`config.mk`:
```
export PLATFORM = sky130hd
export DESIGN_NAME = srcs_top
export DESIGN_NICKNAME = d
export VERILOG_FILES = /design/src/core/srcs_pkg.sv /design/src/core/srcs_top.sv
export SDC_FILE = /design/constraint.sdc
export NUM_CORES = 1
export LEC_CHECK = 0
export CAP_MARGIN = 20
export CORE_MARGIN = 8
export CORE_UTILIZATION = 65
export DETAILED_ROUTE_END_ITERATION = 16
export DONT_BUFFER_PORTS = 1
export GPL_TIMING_DRIVEN = 0
export PLACE_DENSITY = 0.81
export SYNTH_ARGS = -nofsm -noshare
export SYNTH_HDL_FRONTEND = slang
export SYNTH_SLANG_ARGS = --single-unit
```
`constraint.sdc`:
```
create_clock -name clk -period 6.8 [get_ports clk]
set_input_delay 1.36 -clock clk [delete_from_list [all_inputs] [get_ports clk]]
set_output_delay 1.36 -clock clk [all_outputs]
set_load 0.02 [all_outputs]
```
`src/core/srcs_pkg.sv`:
```
// Functional notes
// - Code 130 arms the board, and on a clock master the whole synchronization group, for a later start.
// - Code 10 starts a run with the settings currently held.
// - Code 11 starts a run that signals its end by interrupt.
// - Board reports ready at run end; host waits for all ready.
// - Settings and memory survive runs; repeats need only re-arm onward.
// - Code 101 makes the board trigger master, driving the trigger bus.
// - Code 111 makes the board trigger slave, starting on bus triggers.
// - Code 100 makes the board sole clock master, driving the clock.
// - Code 110 makes the board clock slave using the shared clock.
package srcs_pkg;

  localparam logic [11:0] SRCS_OFF_COMMAND = 12'h000;
  localparam logic [11:0] SRCS_OFF_STATUS = 12'h004;
  localparam logic [11:0] SRCS_OFF_RUN_LEN = 12'h008;
  localparam logic [11:0] SRCS_OFF_ELAPSED = 12'h00C;
  localparam logic [11:0] SRCS_OFF_RUN_COUNT = 12'h010;

  localparam logic [31:0] SRCS_CMD_RUN_BEGIN = 32'h0000_000A;
  localparam logic [31:0] SRCS_CMD_RUN_BEGIN_IRQ = 32'h0000_000B;
  localparam logic [31:0] SRCS_CMD_CLK_MASTER = 32'h0000_0064;
  localparam logic [31:0] SRCS_CMD_TRIG_MASTER = 32'h0000_0065;
  localparam logic [31:0] SRCS_CMD_CLK_SLAVE = 32'h0000_006E;
  localparam logic [31:0] SRCS_CMD_TRIG_SLAVE = 32'h0000_006F;
  localparam logic [31:0] SRCS_CMD_ARM_GROUP = 32'h0000_0082;

  localparam int SRCS_ST_READY = 0;
  localparam int SRCS_ST_ARMED = 1;
  localparam int SRCS_ST_BUSY = 2;
  localparam int SRCS_ST_TRIG_MASTER = 3;
  localparam int SRCS_ST_TRIG_SLAVE = 4;
  localparam int SRCS_ST_CLK_MASTER = 5;
  localparam int SRCS_ST_CLK_SLAVE = 6;
  localparam int SRCS_ST_IRQ_MODE = 7;
  localparam int SRCS_ST_IRQ_PEND = 8;

  localparam logic [31:0] SRCS_RST_COMMAND = 32'h0000_0000;
  localparam logic [31:0] SRCS_RST_RUN_LEN = 32'h0000_0400;
  localparam logic [7:0] SRCS_SYNC_CLK_HALF = 8'h04;

  typedef enum logic [1:0] {
    SRCS_IDLE = 2'b00,
    SRCS_WAIT_TRIG = 2'b01,
    SRCS_RUN = 2'b10
  } srcs_state_t;

endpackage

```
`src/core/srcs_top.sv`:
```
// Decided for this implementation: register access over APB.
`timescale 1ns/1ps
`default_nettype none
module srcs_top
  import srcs_pkg::*;
(
  input wire logic clk,
  input wire logic srst,
  input wire logic psel,
  input wire logic penable,
  input wire logic pwrite,
  input wire logic [11:0] paddr,
  input wire logic [31:0] pwdata,
  input wire logic [3:0] pstrb,
  output logic [31:0] prdata,
  output logic pready,
  output logic pslverr,
  input wire logic ext_trig_in,
  input wire logic trig_bus_in,
  output logic trig_bus_out,
  output logic trig_bus_oe,
  input wire logic sync_arm_in,
  output logic sync_arm_out,
  output logic sync_arm_oe,
  output logic sync_clk_out,
  output logic sync_clk_oe,
  output logic clk_src_shared,
  output logic run_active,
  output logic run_irq
);

  srcs_state_t state_q;
  logic [31:0] command_q;
  logic [31:0] run_len_q;
  logic [31:0] elapsed_q;
  logic [31:0] run_count_q;
  logic ready_q;
  logic armed_q;
  logic irq_mode_q;
  logic irq_pend_q;
  logic trig_master_q;
  logic trig_slave_q;
  logic clk_master_q;
  logic clk_slave_q;
  logic [2:0] ext_sync_q;
  logic [2:0] bus_sync_q;
  logic [2:0] arm_sync_q;
  logic [7:0] div_cnt_q;
  logic [31:0] rdata_d;
  logic addr_ok;
  logic wr_fire;
  logic wr_cmd;
  logic start_cmd;
  logic start_ok;
  logic ext_edge;
  logic bus_edge;
  logic arm_edge;
  logic run_done;
  logic trig_hit;
  logic irq_clr;

  function automatic logic [31:0] srcs_merge(input logic [31:0] old_v,
                                             input logic [31:0] new_v,
                                             input logic [3:0] strb);
    logic [31:0] r;
    r = old_v;
    for (int i = 0; i < 4; i++) begin
      if (strb[i]) begin
        r[i*8 +: 8] = new_v[i*8 +: 8];
      end
    end
    return r;
  endfunction

  // Zero wait state would need a combinational pready; one cycle is the trade
  always_ff @(posedge clk) begin
    if (srst) begin
      pready <= 1'b0;
      pslverr <= 1'b0;
      prdata <= 32'h0000_0000;
    end else begin
      pready <= psel && penable && !pready;
      pslverr <= psel && penable && !pready && !addr_ok;
      if (psel && penable && !pready) begin
        prdata <= pwrite ? 32'h0000_0000 : rdata_d;
      end
    end
  end

  always_comb begin
    addr_ok = (paddr == SRCS_OFF_COMMAND) || (paddr == SRCS_OFF_STATUS) ||
              (paddr == SRCS_OFF_RUN_LEN) || (paddr == SRCS_OFF_ELAPSED) ||
              (paddr == SRCS_OFF_RUN_COUNT);
    wr_fire = psel && penable && pready && pwrite && addr_ok;
    wr_cmd = wr_fire && (paddr == SRCS_OFF_COMMAND);
    irq_clr = wr_fire && (paddr == SRCS_OFF_STATUS) && pstrb[1] &&
              pwdata[SRCS_ST_IRQ_PEND];
    start_cmd = wr_cmd && ((pwdata == SRCS_CMD_RUN_BEGIN) ||
                           (pwdata == SRCS_CMD_RUN_BEGIN_IRQ));
    start_ok = start_cmd && armed_q && (state_q == SRCS_IDLE);
    ext_edge = ext_sync_q[1] && !ext_sync_q[2];
    bus_edge = bus_sync_q[1] && !bus_sync_q[2];
    arm_edge = arm_sync_q[1] && !arm_sync_q[2];
    run_done = (state_q == SRCS_RUN) && (elapsed_q + 32'h0000_0001 >= run_len_q);
    trig_hit = trig_slave_q ? bus_edge : ext_edge;
  end

  always_comb begin
    rdata_d = 32'h0000_0000;
    unique case (paddr)
      SRCS_OFF_COMMAND: rdata_d = command_q;
      SRCS_OFF_STATUS: begin
        rdata_d[SRCS_ST_READY] = ready_q;
        rdata_d[SRCS_ST_ARMED] = armed_q;
        rdata_d[SRCS_ST_BUSY] = (state_q != SRCS_IDLE);
        rdata_d[SRCS_ST_TRIG_MASTER] = trig_master_q;
        rdata_d[SRCS_ST_TRIG_SLAVE] = trig_slave_q;
        rdata_d[SRCS_ST_CLK_MASTER] = clk_master_q;
        rdata_d[SRCS_ST_CLK_SLAVE] = clk_slave_q;
        rdata_d[SRCS_ST_IRQ_MODE] = irq_mode_q;
        rdata_d[SRCS_ST_IRQ_PEND] = irq_pend_q;
      end
      SRCS_OFF_RUN_LEN: rdata_d = run_len_q;
      SRCS_OFF_ELAPSED: rdata_d = elapsed_q;
      SRCS_OFF_RUN_COUNT: rdata_d = run_count_q;
      default: rdata_d = 32'h0000_0000;
    endcase
  end

  // Pins from other boards are asynchronous; stage 0 feeds only stage 1
  always_ff @(posedge clk) begin
    if (srst) begin
      ext_sync_q <= 3'b000;
      bus_sync_q <= 3'b000;
      arm_sync_q <= 3'b000;
    end else begin
      ext_sync_q <= {ext_sync_q[1:0], ext_trig_in};
      bus_sync_q <= {bus_sync_q[1:0], trig_bus_in};
      arm_sync_q <= {arm_sync_q[1:0], sync_arm_in};
    end
  end

  always_ff @(posedge clk) begin
    if (srst) begin
      command_q <= SRCS_RST_COMMAND;
      run_len_q <= SRCS_RST_RUN_LEN;
    end else if (wr_fire) begin
      // Settings are never touched by a run, so a repeat needs only re-arming
      if (paddr == SRCS_OFF_COMMAND) begin
        command_q <= pwdata;
      end
      if (paddr == SRCS_OFF_RUN_LEN) begin
        run_len_q <= srcs_merge(run_len_q, pwdata, pstrb);
      end
    end
  end

  always_ff @(posedge clk) begin
    if (srst) begin
      trig_master_q <= 1'b0;
      trig_slave_q <= 1'b0;
    end else if (wr_cmd && (pwdata == SRCS_CMD_TRIG_MASTER)) begin
      trig_master_q <= 1'b1;
      trig_slave_q <= 1'b0;
    end else if (wr_cmd && (pwdata == SRCS_CMD_TRIG_SLAVE)) begin
      trig_master_q <= 1'b0;
      trig_slave_q <= 1'b1;
    end
  end

  always_ff @(posedge clk) begin
    if (srst) begin
      clk_master_q <= 1'b0;
      clk_slave_q <= 1'b0;
    end else if (wr_cmd && (pwdata == SRCS_CMD_CLK_MASTER)) begin
      clk_master_q <= 1'b1;
      clk_slave_q <= 1'b0;
    end else if (wr_cmd && (pwdata == SRCS_CMD_CLK_SLAVE)) begin
      clk_master_q <= 1'b0;
      clk_slave_q <= 1'b1;
    end
  end

  // Arming is consumed by the start it enables
  always_ff @(posedge clk) begin
    if (srst) begin
      armed_q <= 1'b0;
    end else if (start_ok) begin
      armed_q <= 1'b0;
    end else if (wr_cmd && (pwdata == SRCS_CMD_ARM_GROUP)) begin
      armed_q <= 1'b1;
    end else if (arm_edge && !clk_master_q) begin
      armed_q <= 1'b1;
    end
  end

  // Master holds the arm line while armed so slaves see a wide level
  always_ff @(posedge clk) begin
    if (srst) begin
      sync_arm_out <= 1'b0;
      sync_arm_oe <= 1'b0;
    end else begin
      sync_arm_out <= clk_master_q && armed_q;
      sync_arm_oe <= clk_master_q;
    end
  end

  always_ff @(posedge clk) begin
    if (srst) begin
      state_q <= SRCS_IDLE;
      elapsed_q <= 32'h0000_0000;
    end else begin
      unique case (state_q)
        SRCS_IDLE: begin
          if (start_ok) begin
            state_q <= SRCS_WAIT_TRIG;
            elapsed_q <= 32'h0000_0000;
          end
        end
        SRCS_WAIT_TRIG: begin
          if (trig_hit) begin
            state_q <= SRCS_RUN;
          end
        end
        SRCS_RUN: begin
          elapsed_q <= elapsed_q + 32'h0000_0001;
          if (run_done) begin
            state_q <= SRCS_IDLE;
          end
        end
        default: state_q <= SRCS_IDLE;
      endcase
    end
  end

  always_ff @(posedge clk) begin
    if (srst) begin
      ready_q <= 1'b1;
      run_count_q <= 32'h0000_0000;
    end else if (start_ok) begin
      ready_q <= 1'b0;
    end else if (run_done) begin
      ready_q <= 1'b1;
      run_count_q <= run_count_q + 32'h0000_0001;
    end
  end

  // End of run beats a software clear in the same cycle
  always_ff @(posedge clk) begin
    if (srst) begin
      irq_mode_q <= 1'b0;
      irq_pend_q <= 1'b0;
    end else begin
      if (start_ok) begin
        irq_mode_q <= (pwdata == SRCS_CMD_RUN_BEGIN_IRQ);
      end
      if (run_done && irq_mode_q) begin
        irq_pend_q <= 1'b1;
      end else if (irq_clr) begin
        irq_pend_q <= 1'b0;
      end
    end
  end

  always_ff @(posedge clk) begin
    if (srst) begin
      run_irq <= 1'b0;
      run_active <= 1'b0;
    end else begin
      run_irq <= irq_pend_q;
      run_active <= (state_q == SRCS_RUN);
    end
  end

  // Only a started master forwards its own trigger to the group
  always_ff @(posedge clk) begin
    if (srst) begin
      trig_bus_out <= 1'b0;
      trig_bus_oe <= 1'b0;
    end else begin
      trig_bus_out <= trig_master_q && (state_q == SRCS_WAIT_TRIG) && ext_edge;
      trig_bus_oe <= trig_master_q;
    end
  end

  always_ff @(posedge clk) begin
    if (srst) begin
      div_cnt_q <= 8'h00;
      sync_clk_out <= 1'b0;
      sync_clk_oe <= 1'b0;
      clk_src_shared <= 1'b0;
    end else begin
      sync_clk_oe <= clk_master_q;
      clk_src_shared <= clk_slave_q;
      if (!clk_master_q) begin
        div_cnt_q <= 8'h00;
        sync_clk_out <= 1'b0;
      end else if (div_cnt_q == SRCS_SYNC_CLK_HALF - 8'h01) begin
        div_cnt_q <= 8'h00;
        sync_clk_out <= !sync_clk_out;
      end else begin
        div_cnt_q <= div_cnt_q + 8'h01;
      end
    end
  end

endmodule
`default_nettype wire

```
==> results of run 1 <==
final cells by class:
class / count / area (µm²) / share of cell area (%)
well taps: 216 / 270 / 2.44
plain buffers: 84 / 323 / 2.91
inverters: 43 / 161 / 1.46
multi-input cells: 916 / 5810 / 52.5
clock buffers: 19 / 433 / 3.91
clock inverters: 12 / 131 / 1.19
flip-flops and latches: 197 / 3940 / 35.6
flip-flops by register name (all words and copies together) (netlist names), 2 cells and up:
signal	flops
arm_sync_q	3
bus_sync_q	3
command_q	32
div_cnt_q	8
elapsed_q	32
ext_sync_q	3
prdata	32
run_count_q	32
run_len_q	32
state_q	2
stage by stage:
step                      instance area (µm²)  hold WS [ns]  setup WS [ns]  utilization, %  power (mW)
after floorplan                         10200         0.414           2.77               -        1.24
after global placement                  10500         0.421           1.52            67.2        1.26
after detailed placement                10500         0.423           1.46            67.2        1.26
after CTS                               11100         0.443           1.43            70.8        2.22
after global routing                    11100         0.460          0.953            70.8        2.28
final                                   11100         0.442           1.28            70.8        2.23
logic make-up (layout without fill, tap and decap cells):
family	count (synthesis)	after routing	share of synthesized area, %
mux	99	99	10.0
flops	197	197	38.5
buf+inv	127	158	4.73
xor+xnor	37	37	3.16
simple gates	477	477	23.0
fa+ha+maj	35	35	4.28
compound gates	268	268	16.3
cell usage in the layout, fill, tap and decap left out, drive strengths merged, types with 22 or more instances in the layout:
| cell type | synthesis | final |
|---|---|---|
| a22oi | 33 | 33 |
| nor2 | 112 | 112 |
| mux2i | 69 | 69 |
| nand4 | 27 | 27 |
| o21ai | 25 | 25 |
| dfxtp | 197 | 197 |
| mux2 | 30 | 30 |
| o22ai | 24 | 24 |
| nor2b | 42 | 42 |
| clkbuf | 74 | 93 |
| nor3 | 22 | 22 |
| inv | 43 | 44 |
| xnor2 | 22 | 22 |
| nand2 | 141 | 141 |
| nand3 | 60 | 60 |
| a21oi | 119 | 119 |
| ha | 35 | 35 |
routing by layer:
metal  track usage, %  vias to the layer above
met5                0                        -
met4             15.9                        0
met3             9.14                      114
met2             49.2                      515
met1             37.1                     4653
li1                 -                     4465
worst register-to-register path, stage by stage (launching register included):
cell and delay (ns):
dfxtp_1 0.52, ha_1 0.31, nand3_1 0.19, nor3_1 0.37, nor4b_2 0.78, and4_1 0.38, xor2_1 0.09, ha_1 0.30
nand4_1 0.15, or4_1 0.72, nor2_1 0.21, a21boi_0 0.85, o21ai_0 0.23, mux2_2 0.32
where the power goes:
group	internal (mW)	total [mW]	switching [mW]
clock	0.539	0.995	0.456
sequential	1.16	1.16	0.00182
combinational	0.0199	0.0771	0.0572
final timing paths:
kind                                                start                           to  slack [ns]  depth (start not counted)
worst max-delay path            elapsed_q[0]$_SDFFE_PP0P_  run_count_q[4]$_SDFFE_PP0P_        1.28                         13
worst min-delay path             ext_sync_q[0]$_SDFF_PP0_     ext_sync_q[1]$_SDFF_PP0_        0.44                          1
worst max register to register  elapsed_q[0]$_SDFFE_PP0P_  run_count_q[4]$_SDFFE_PP0P_        1.28                         13
worst min register to register   ext_sync_q[0]$_SDFF_PP0_     ext_sync_q[1]$_SDFF_PP0_        0.44                          1
==> results.txt, run 1 <==
Largest net degree at the start of global routing: 17
CP cell instances: ha_1 -> nand3_1 -> nor3_1 -> nor4b_2 -> and4_1 -> xor2_1 -> ha_1 -> nand4_1 -> or4_1 -> nor2_1 -> a21boi_0 -> o21ai_0 -> mux2_2
Number of global-route vias before repair: 9171
CP most frequent cell: ha_1
Slew @ Worst Pin: 1.04 ns
Met3 wire length: 3560 µm
Worst path bufs/invs: 0
Clock transition at path regs: 0.07 ns
Fin. max-slew vios: 0
Final Hold Viols: 0
Die area: 0.0200 mm²
Final setup fails: 0
Clock tree from TritonCTS: built
Worst-path maximum fanout: 9
RSZ-0062 raised after global routing: no
Syn Area/Cell: 8.26 µm²
Fmax: 181 MHz
Layout cells sized above 1: 5.51%
MaxCap Viol Count: 0
Status: completed
Placeable Area: 0.0157 mm²
Detail Route Antenna Nets: 0
Post-layout nets: 1350
LEAKAGE: 3.95 nW
Slew margin rel.: 29.9%
Routed len/inst: 21.1 µm
Resize count post-CTS: 0
Drt drc: 0
Die Span Y: 142 µm
Yosys reg bits: 197
CP Data Arrival Time: 5.85 ns
Pre-antenna DRT Iters: 7
WL met2: 14200 µm
H-tree depth: 4
Sink Count: 197
Most common cell in the synthesized netlist: dfxtp_1
Top cells by area, synth: dfxtp_1 (39%), mux2i_1 (6.7%), a21oi_1 (5.8%)
Fraction of registers with async set/reset: 0%
Ys Warns: 0
DR iter-0 viols: 1186
Drt via density: 6.55
Seq/Total Area, Yosys: 38.5%
IO Count: 99
Crit path time final: 5.52 ns
Starting Density: 65.4%
Final Non-Filler Cells: 1487
IO buf count: 0
Synth unique cells: 60
Critical path required time: 7.13 ns
VDD IR-drop max: 194 µV
Critical path endpoint category: flop
Cell accounting for the most synthesized area: dfxtp_1
Met1 WL: 12200 µm
Syn Nets: 1331
Crit share post-route: 81.2%
Top cells by count, synth: dfxtp_1 (197), nand2_1 (141), a21oi_1 (119), nor2_1 (112), clkbuf_1 (74)
Top Layer Used: met4
Hold-fix buffers, CTS: 0
CP delay by family, top: simple AND/OR/NAND/NOR gates
Global-route wire length before repair: 48200 µm
Worst-Skew Late Latency: 0.44 ns
Cell count after placement: 1456
Routed wire length: 31400 µm
P per Cell Area: 201 mW/mm²
GR Util All Layers: 30.9%
Total grt overflow: 0
Antenna violations before repair: 0
CTS Buffer Depth: 2
Final Wtd Congestion: 0.962
CP max stage cell: a21boi_0
Crit Path Class: reg -> reg
Worst Hold Class: reg -> reg
Setup TNS: 0 ns
Synthesized area: 0.0102 mm²
Clock tree root driver cell: clkbuf_16
Total CTS buffers: 17
Gate Count Post-Synth: 1240
Critical Path Source Type: flop
# diodes: 0
CP max stage delay: 0.85 ns
Site Rows: 46
Die X: 142 µm
Layout filler cell count: 1283
Post-CTS Setup Bufs: 0
Vias: 9747
Clock skew: 0.00819 ns
Layout area overhead: 8.15%
Post-synth EDFFs: 0
Top_reg_cell synth: dfxtp_1
HPWL Detailed: 23600 µm
Synth top area share: 38.5%
No activity file was read; power rests on OpenSTA's default activity.
==> run 2, diff against run 1 <==
--- a/config.mk
+++ b/config.mk
@@ -7,11 +7,11 @@
 export LEC_CHECK = 0
 export CAP_MARGIN = 20
 export CORE_MARGIN = 8
-export CORE_UTILIZATION = 65
+export CORE_UTILIZATION = 58
 export DETAILED_ROUTE_END_ITERATION = 16
 export DONT_BUFFER_PORTS = 1
 export GPL_TIMING_DRIVEN = 0
-export PLACE_DENSITY = 0.81
+export PLACE_DENSITY = 0.76
 export SYNTH_ARGS = -nofsm -noshare
 export SYNTH_HDL_FRONTEND = slang
 export SYNTH_SLANG_ARGS = --single-unit
==> constraint.sdc (replaced) <==
create_clock -name clk -period 4.8 [get_ports clk]
set_input_delay 0.96 -clock clk [delete_from_list [all_inputs] [get_ports clk]]
set_output_delay 0.96 -clock clk [all_outputs]
set_load 0.02 [all_outputs]
==> run 2 against run 1 <==
Fmax rose by 20%. Total power grew 41%. Critical path type unchanged. Combinational power up 43%. Clock-buffer cell count stayed put. Critical path depth rose by 2.
==> results.txt, run 2 (synthesis results as in run 1) <==
Status: completed (unchanged)
CP Data Arrival Time: 4.94 ns (was 5.85 ns)
Clock tree root driver cell: clkbuf_16 (unchanged)
Detail Route Antenna Nets: 0 (unchanged)
Worst Hold Class: reg -> reg (unchanged)
Layout filler cell count: 1511 (was 1283)
Final Hold Viols: 0 (unchanged)
Layout area overhead: 9.42% (was 8.15%)
Global-route wire length before repair: 48900 µm (was 48200 µm)
Placeable Area: 0.0173 mm² (was 0.0157 mm²)
Reg2reg end: run_count_q[15]$_SDFFE_PP0P_ (was run_count_q[4]$_SDFFE_PP0P_)
Vias: 9720 (was 9747)
Crit share post-route: 95.7% (was 81.2%)
Die X: 149 µm (was 142 µm)
Total grt overflow: 0 (unchanged)
Crit path from: elapsed_q[1]$_SDFFE_PP0P_ (was elapsed_q[0]$_SDFFE_PP0P_)
GR Util All Layers: 28.2% (was 30.9%)
Critical path required time: 5.14 ns (was 7.13 ns)
Clock skew: 0.0128 ns (was 0.00819 ns)
Worst-path maximum fanout: 10 (was 9)
Final Wtd Congestion: 0.924 (was 0.962)
H-tree depth: 4 (unchanged)
Critical Path End: run_count_q[15]$_SDFFE_PP0P_ (was run_count_q[4]$_SDFFE_PP0P_)
CTS Buffer Depth: 2 (unchanged)
Routed wire length: 32000 µm (was 31400 µm)
Crit Path Class: reg -> reg (unchanged)
Drt via density: 6.46 (was 6.55)
Slew margin rel.: 30.6% (was 29.9%)
Worst-Skew Late Latency: 0.45 ns (was 0.44 ns)
Placed Instance Area: 0.0105 mm² (about the same)
Critical Path Source Type: flop (unchanged)
Critical path endpoint category: flop (unchanged)
# diodes: 0 (unchanged)
Clock transition at path regs: 0.07 ns (about the same)
Design area: 0.0112 mm² (was 0.0111 mm²)
RSZ-0062 raised after global routing: no (unchanged)
MaxCap Viol Count: 0 (unchanged)
DR iter-0 viols: 1049 (was 1186)
Number of global-route vias before repair: 9055 (was 9171)
Die area: 0.0222 mm² (was 0.0200 mm²)
Commonest non-fill, non-tap cells in the layout: dfxtp_1 (196), nand2_1 (141), a21oi_1 (119) (was dfxtp_1 (197), nand2_1 (141), a21oi_1 (119))
Drt drc: 0 (unchanged)
Antenna violations before repair: 0 (unchanged)
Total CTS buffers: 17 (unchanged)
Die Span Y: 149 µm (was 142 µm)
Slew @ Worst Pin: 1.03 ns (was 1.04 ns)
Clock tree from TritonCTS: built (unchanged)
Worst r2r src: elapsed_q[1]$_SDFFE_PP0P_ (was elapsed_q[0]$_SDFFE_PP0P_)
Sink Count: 197 (unchanged)
VDD IR-drop max: 296 µV (was 194 µV)
IO Count: 99 (unchanged)
R2R cell count: 15 (was 13)
Final total power: 3.15 mW (was 2.23 mW)
LEAKAGE: 4.07 nW (was 3.95 nW)
Routed len/inst: 21.3 µm (was 21.1 µm)
Final setup fails: 0 (unchanged)
Crit path time final: 4.59 ns (was 5.52 ns)
Largest net degree at the start of global routing: 18 (was 17)
Site Rows: 48 (was 46)
Fmax: 218 MHz (was 181 MHz)
Post-layout nets: 1358 (was 1350)
Starting Density: 59.2% (was 65.4%)
Most common cell after layout, fill and taps aside: dfxtp_1 (unchanged)
Worst R2R Setup Slack: 0.21 ns (was 1.28 ns)
Layout cells sized above 1: 6.95% (was 5.51%)
Fin. max-slew vios: 0 (unchanged)
HPWL Detailed: 23700 µm (was 23600 µm)
IO buf count: 0 (unchanged)
Pre-antenna DRT Iters: 6 (was 7)
P per Cell Area: 281 mW/mm² (was 201 mW/mm²)
==> run 2: changes by cell type in the layout (fill, tap and decap cells not counted), moves of 2 or more <==
cell and change:
inv_6 +3, buf_4 +9, nor4b_4 +2, clkinvlp_4 -3
nor4b_2 -2, clkinv_4 +2, clkbuf_1 -3
==> run 2: power breakdown <==
group          internal (mW)  leakage, nW  switching, mW
sequential              1.64         1.59        0.00266
combinational         0.0283         2.20         0.0820
clock                  0.736        0.278          0.665
==> run 2: repair_timing <==
action | 4_1_cts | 5_1_grt
setup buffers | 7 | 2
hold buffers | 0 | 0
setup endpoints to repair | 30 | 30
gates resized for setup | 4 | 10
pin swaps | 3 | 1
==> run 2: cell type report <==
class | instances | area, µm² | area share, %
Multi-Input combinational cell | 916 | 5870 | 52.3
Inverter | 43 | 161 | 1.44
Clock inverter | 13 | 123 | 1.09
Tap cell | 225 | 282 | 2.51
Sequential cell | 197 | 3950 | 35.2
Timing Repair Buffer | 9 | 67.6 | 0.603
Buffer | 83 | 320 | 2.86
Clock buffer | 19 | 443 | 3.95
==> run 2: critical path, stage by stage, from the launching register on <==
cell      delay (ns)
dfxtp_1         0.44
ha_1            0.28
nand3_1         0.22
nor3_2          0.31
nor4b_4         0.23
buf_4           0.20
and3_1          0.23
xor2_1          0.10
ha_1            0.31
nand4_1         0.16
or4_1           0.72
nor2_1          0.18
o21ai_1         0.19
clkbuf_1        0.30
a21oi_1         0.27
mux2_2          0.35
==> run 2: routing by layer <==
metal / track usage [%] / wire length [µm] / vias up
met5: 0 / 0 / -
met4: 13.0 / 1190 / 0
met2: 44.7 / 14600 / 514
met1: 34.9 / 12600 / 4617
met3: 8.13 / 3580 / 102
li1: - / - / 4487
==> run 2: how the worst min path moves through the flow <==
stage	endpoint	cells past startpoint	slack, ns	from
final	ext_sync_q[1]$_SDFF_PP0_	1	0.44	ext_sync_q[0]$_SDFF_PP0_
after global routing	ext_sync_q[1]$_SDFF_PP0_	1	0.46	ext_sync_q[0]$_SDFF_PP0_
after CTS	ext_sync_q[1]$_SDFF_PP0_	1	0.44	ext_sync_q[0]$_SDFF_PP0_
after detailed placement	ext_sync_q[1]$_SDFF_PP0_	1	0.42	ext_sync_q[0]$_SDFF_PP0_
after global placement	ext_sync_q[1]$_SDFF_PP0_	1	0.42	ext_sync_q[0]$_SDFF_PP0_
after floorplan	arm_sync_q[1]$_SDFF_PP0_	1	0.41	arm_sync_q[0]$_SDFF_PP0_
==> run 2: per-stage QoR <==
stage                     util (%)  worst slack, ns  cells  hold WS (ns)  TNS (ns)
after floorplan                  -            0.769   1240         0.414         0
after global placement        60.8           -0.449   1465         0.422     -6.90
after detailed placement      60.8           -0.436   1465         0.422     -7.83
after CTS                     64.6          0.00176   1504         0.439         0
after global routing          64.8           0.0145   1505         0.462         0
final                         64.8            0.206   1505         0.438         0
==> run 3, diff against run 2 <==
--- a/config.mk
+++ b/config.mk
@@ -5,6 +5,7 @@
 export SDC_FILE = /design/constraint.sdc
 export NUM_CORES = 1
 export LEC_CHECK = 0
+export ABC_AREA = 1
 export CAP_MARGIN = 20
 export CORE_MARGIN = 8
 export CORE_UTILIZATION = 58
==> run 3 against run 2 <==
Clock skew fell by 0.0022 ns. Final cell count rose by 25%. Critical path depth grew 6. Critical path type unchanged.
==> results.txt, run 3 <==
Status: completed (unchanged)
Resize count post-CTS: 0 (was 4)
Slew @ Worst Pin: 0.931 ns (was 1.03 ns)
Seq/Total Area, Yosys: 36.1% (was 38.5%)
Clock tree root driver cell: clkbuf_16 (unchanged)
Worst Hold Class: reg -> reg (unchanged)
Top cells by count, synth: nand2_1 (428), dfxtp_1 (197), inv_1 (197), a21oi_1 (155), nor2_1 (132) (was dfxtp_1 (197), nand2_1 (141), a21oi_1 (119), nor2_1 (112), clkbuf_1 (74))
Layout area overhead: 8.69% (was 9.42%)
Synth unique cells: 46 (was 60)
Fmax: 258 MHz (was 218 MHz)
Final Wtd Congestion: 1.05 (was 0.924)
Worst-path maximum fanout: 10 (unchanged)
Site Rows: 50 (was 48)
Critical Path Source Type: flop (unchanged)
Drt drc: 0 (unchanged)
Sw frac: 27.4% (was 23.8%)
Fin. max-slew vios: 0 (unchanged)
Commonest non-fill, non-tap cells in the layout: nand2_1 (428), inv_1 (197), dfxtp_1 (197) (was dfxtp_1 (196), nand2_1 (141), a21oi_1 (119))
Combinational power share: 2.6% (was 3.5%)
IO Count: 99 (unchanged)
Critical path endpoint category: flop (unchanged)
Gate Count Post-Synth: 1618 (was 1240)
CTS Buffer Depth: 2 (unchanged)
Top cells by area, synth: dfxtp_1 (36%), nand2_1 (15%), a21oi_1 (7.1%) (was dfxtp_1 (39%), mux2i_1 (6.7%), a21oi_1 (5.8%))
Die area: 0.0235 mm² (was 0.0222 mm²)
Setup TNS: 0 ns (unchanged)
Final Non-Filler Cells: 1884 (was 1505)
Hold-fix buffers, CTS: 0 (unchanged)
Post-layout nets: 1728 (was 1358)
Post-CTS Setup Bufs: 0 (was 7)
Clock power frac: 47.8% (was 44.5%)
Number of global-route vias before repair: 10048 (was 9055)
Total grt overflow: 0 (unchanged)
Routed wire length: 35100 µm (was 32000 µm)
Reg area: 0.00394 mm² (was 0.00395 mm²)
Yosys reg bits: 197 (unchanged)
VDD IR-drop max: 254 µV (was 296 µV)
Crit path time final: 3.87 ns (was 4.59 ns)
Global-route wire length before repair: 54000 µm (was 48900 µm)
Worst Slack Setup Final: 0.928 ns (was 0.206 ns)
LEAKAGE: 4.54 nW (was 4.07 nW)
Seq pwr share: 49.6% (was 52.0%)
Drt via density: 5.79 (was 6.46)
GR Util All Layers: 29.2% (was 28.2%)
P per Cell Area: 279 mW/mm² (was 281 mW/mm²)
Cell Int Power: 2.40 mW (about the same)
Crit share post-route: 80.7% (was 95.7%)
DR iter-0 viols: 1207 (was 1049)
Top_reg_cell synth: dfxtp_1 (unchanged)
Synthesized area: 0.0109 mm² (was 0.0102 mm²)
Crit Path Class: reg -> reg (unchanged)
Vias: 10908 (was 9720)
Cell count after placement: 1852 (was 1465)
Largest net degree at the start of global routing: 25 (was 18)
Final setup fails: 0 (unchanged)
Total CTS buffers: 17 (unchanged)
Fraction of registers with async set/reset: 0% (unchanged)
Cell accounting for the most synthesized area: dfxtp_1 (unchanged)
Ys Warns: 0 (unchanged)
Routed len/inst: 18.6 µm (was 21.3 µm)
Multi-input gate area: 0.00585 mm² (was 0.00587 mm²)
Layout filler cell count: 1759 (was 1511)
# diodes: 0 (unchanged)
Antenna violations before repair: 0 (unchanged)
Die X: 153 µm (was 149 µm)
Worst-Skew Late Latency: 0.46 ns (was 0.45 ns)
Syn Nets: 1709 (was 1331)
RSZ-0062 raised after global routing: no (unchanged)
Post-synth EDFFs: 0 (unchanged)
Placeable Area: 0.0186 mm² (was 0.0173 mm²)
Final Hold Viols: 0 (unchanged)
Die Span Y: 153 µm (was 149 µm)
MaxCap Viol Count: 0 (unchanged)
Syn Area/Cell: 6.75 µm² (was 8.26 µm²)
Clock transition at path regs: 0.09 ns (was 0.07 ns)
Clock tree from TritonCTS: built (unchanged)
Slew margin rel.: 37.7% (was 30.6%)
Layout cells sized above 1: 7.45% (was 6.95%)
Critical path required time: 5.13 ns (was 5.14 ns)
Detail Route Antenna Nets: 0 (unchanged)
H-tree depth: 4 (unchanged)
Synth top area share: 36.1% (was 38.5%)
Most common cell in the synthesized netlist: nand2_1 (was dfxtp_1)
Pre-antenna DRT Iters: 5 (was 6)
CP Data Arrival Time: 4.20 ns (was 4.94 ns)
Starting Density: 58.8% (was 59.2%)
Clock skew: 0.0106 ns (was 0.0128 ns)
HPWL Detailed: 27400 µm (was 23700 µm)
Most common cell after layout, fill and taps aside: nand2_1 (was dfxtp_1)
Sink Count: 197 (unchanged)
IO buf count: 0 (unchanged)
NetSw: 0.906 mW (was 0.750 mW)
Post-place setup slack: 1.04 ns (was -0.436 ns)
==> run 3: power groups by stage <==
stage / sequential, mW / combinational, mW / clock (mW)
5_1_grt: 1.64 / 0.0930 / 1.65
6_report: 1.64 / 0.0862 / 1.58
4_1_cts: 1.64 / 0.0845 / 1.58
3_3_place_gp: 1.68 / 0.0836 / 0
3_5_place_dp: 1.68 / 0.0841 / 0
2_1_floorplan: 1.68 / 0.0568 / 0
==> run 3: cell type report <==
type	instances	share of cell area [%]
Clock inverter	15	1.94
Multi-Input combinational cell	1149	49.3
Clock buffer	17	3.58
Tap cell	234	2.47
Sequential cell	197	33.2
Inverter	205	6.50
Buffer	67	2.99
==> run 3: cell families (layout without fill, tap and decap cells) <==
family	count (synthesis)	count (layout)	share of synthesized area, %
and+or+nand+nor	767	767	30.3
xor gates and xnor gates	42	42	3.37
AOI/OAI and AO/OA	305	305	15.8
adders and majority gates	35	35	4.01
buffers and inverters	272	304	10.3
DFF	197	197	36.1
==> run 3: final timing paths <==
| check | start | depth (start not counted) | slack, ns | to |
|---|---|---|---|---|
| setup / recovery | elapsed_q[0]$_SDFFE_PP0P_ | 21 | 0.93 | run_count_q[13]$_SDFFE_PP0P_ |
| hold / removal | ext_sync_q[0]$_SDFF_PP0_ | 2 | 0.40 | ext_sync_q[1]$_SDFF_PP0_ |
| setup reg to reg | elapsed_q[0]$_SDFFE_PP0P_ | 21 | 0.93 | run_count_q[13]$_SDFFE_PP0P_ |
| hold reg to reg | ext_sync_q[0]$_SDFF_PP0_ | 2 | 0.40 | ext_sync_q[1]$_SDFF_PP0_ |
==> run 3: routing by layer <==
metal  track usage [%]  up-vias  part of all wire, %
met2              46.0      492                   45
li1                  -     5299                    -
met3              4.82       88                  8.2
met1              38.4     5029                   42
met5                 0        -                    0
met4              13.9        0                  4.6
==> run 3: per-stage QoR <==
stage               cell area, µm²  utilization [%]  hold WS [ns]  power [mW]
finish                       11900             63.9         0.404        3.30
global route                 11900             63.9         0.424        3.38
CTS                          11900             63.9         0.406        3.30
detailed placement           11200             60.3         0.393        1.76
global placement             11200             60.3         0.396        1.76
floorplan                    10900                -         0.388        1.73
==> run 3: critical path, stage by stage (launching register included) <==
cell and delay, ns:
dfxtp_1 0.49, ha_1 0.31, nand2_1 0.11, nor2_2 0.20
nand2_1 0.12, nor2_1 0.19, inv_1 0.11, nor2_2 0.23
nand3_1 0.11, nand2_1 0.08, clkinv_1 0.08, ha_1 0.27
nand2_1 0.06, nor2_1 0.15, nand4_1 0.15, a21oi_1 0.15
nor2_1 0.05, nand2_1 0.26, nand2_2 0.19, buf_2 0.27
nand2_1 0.08, a21oi_1 0.06
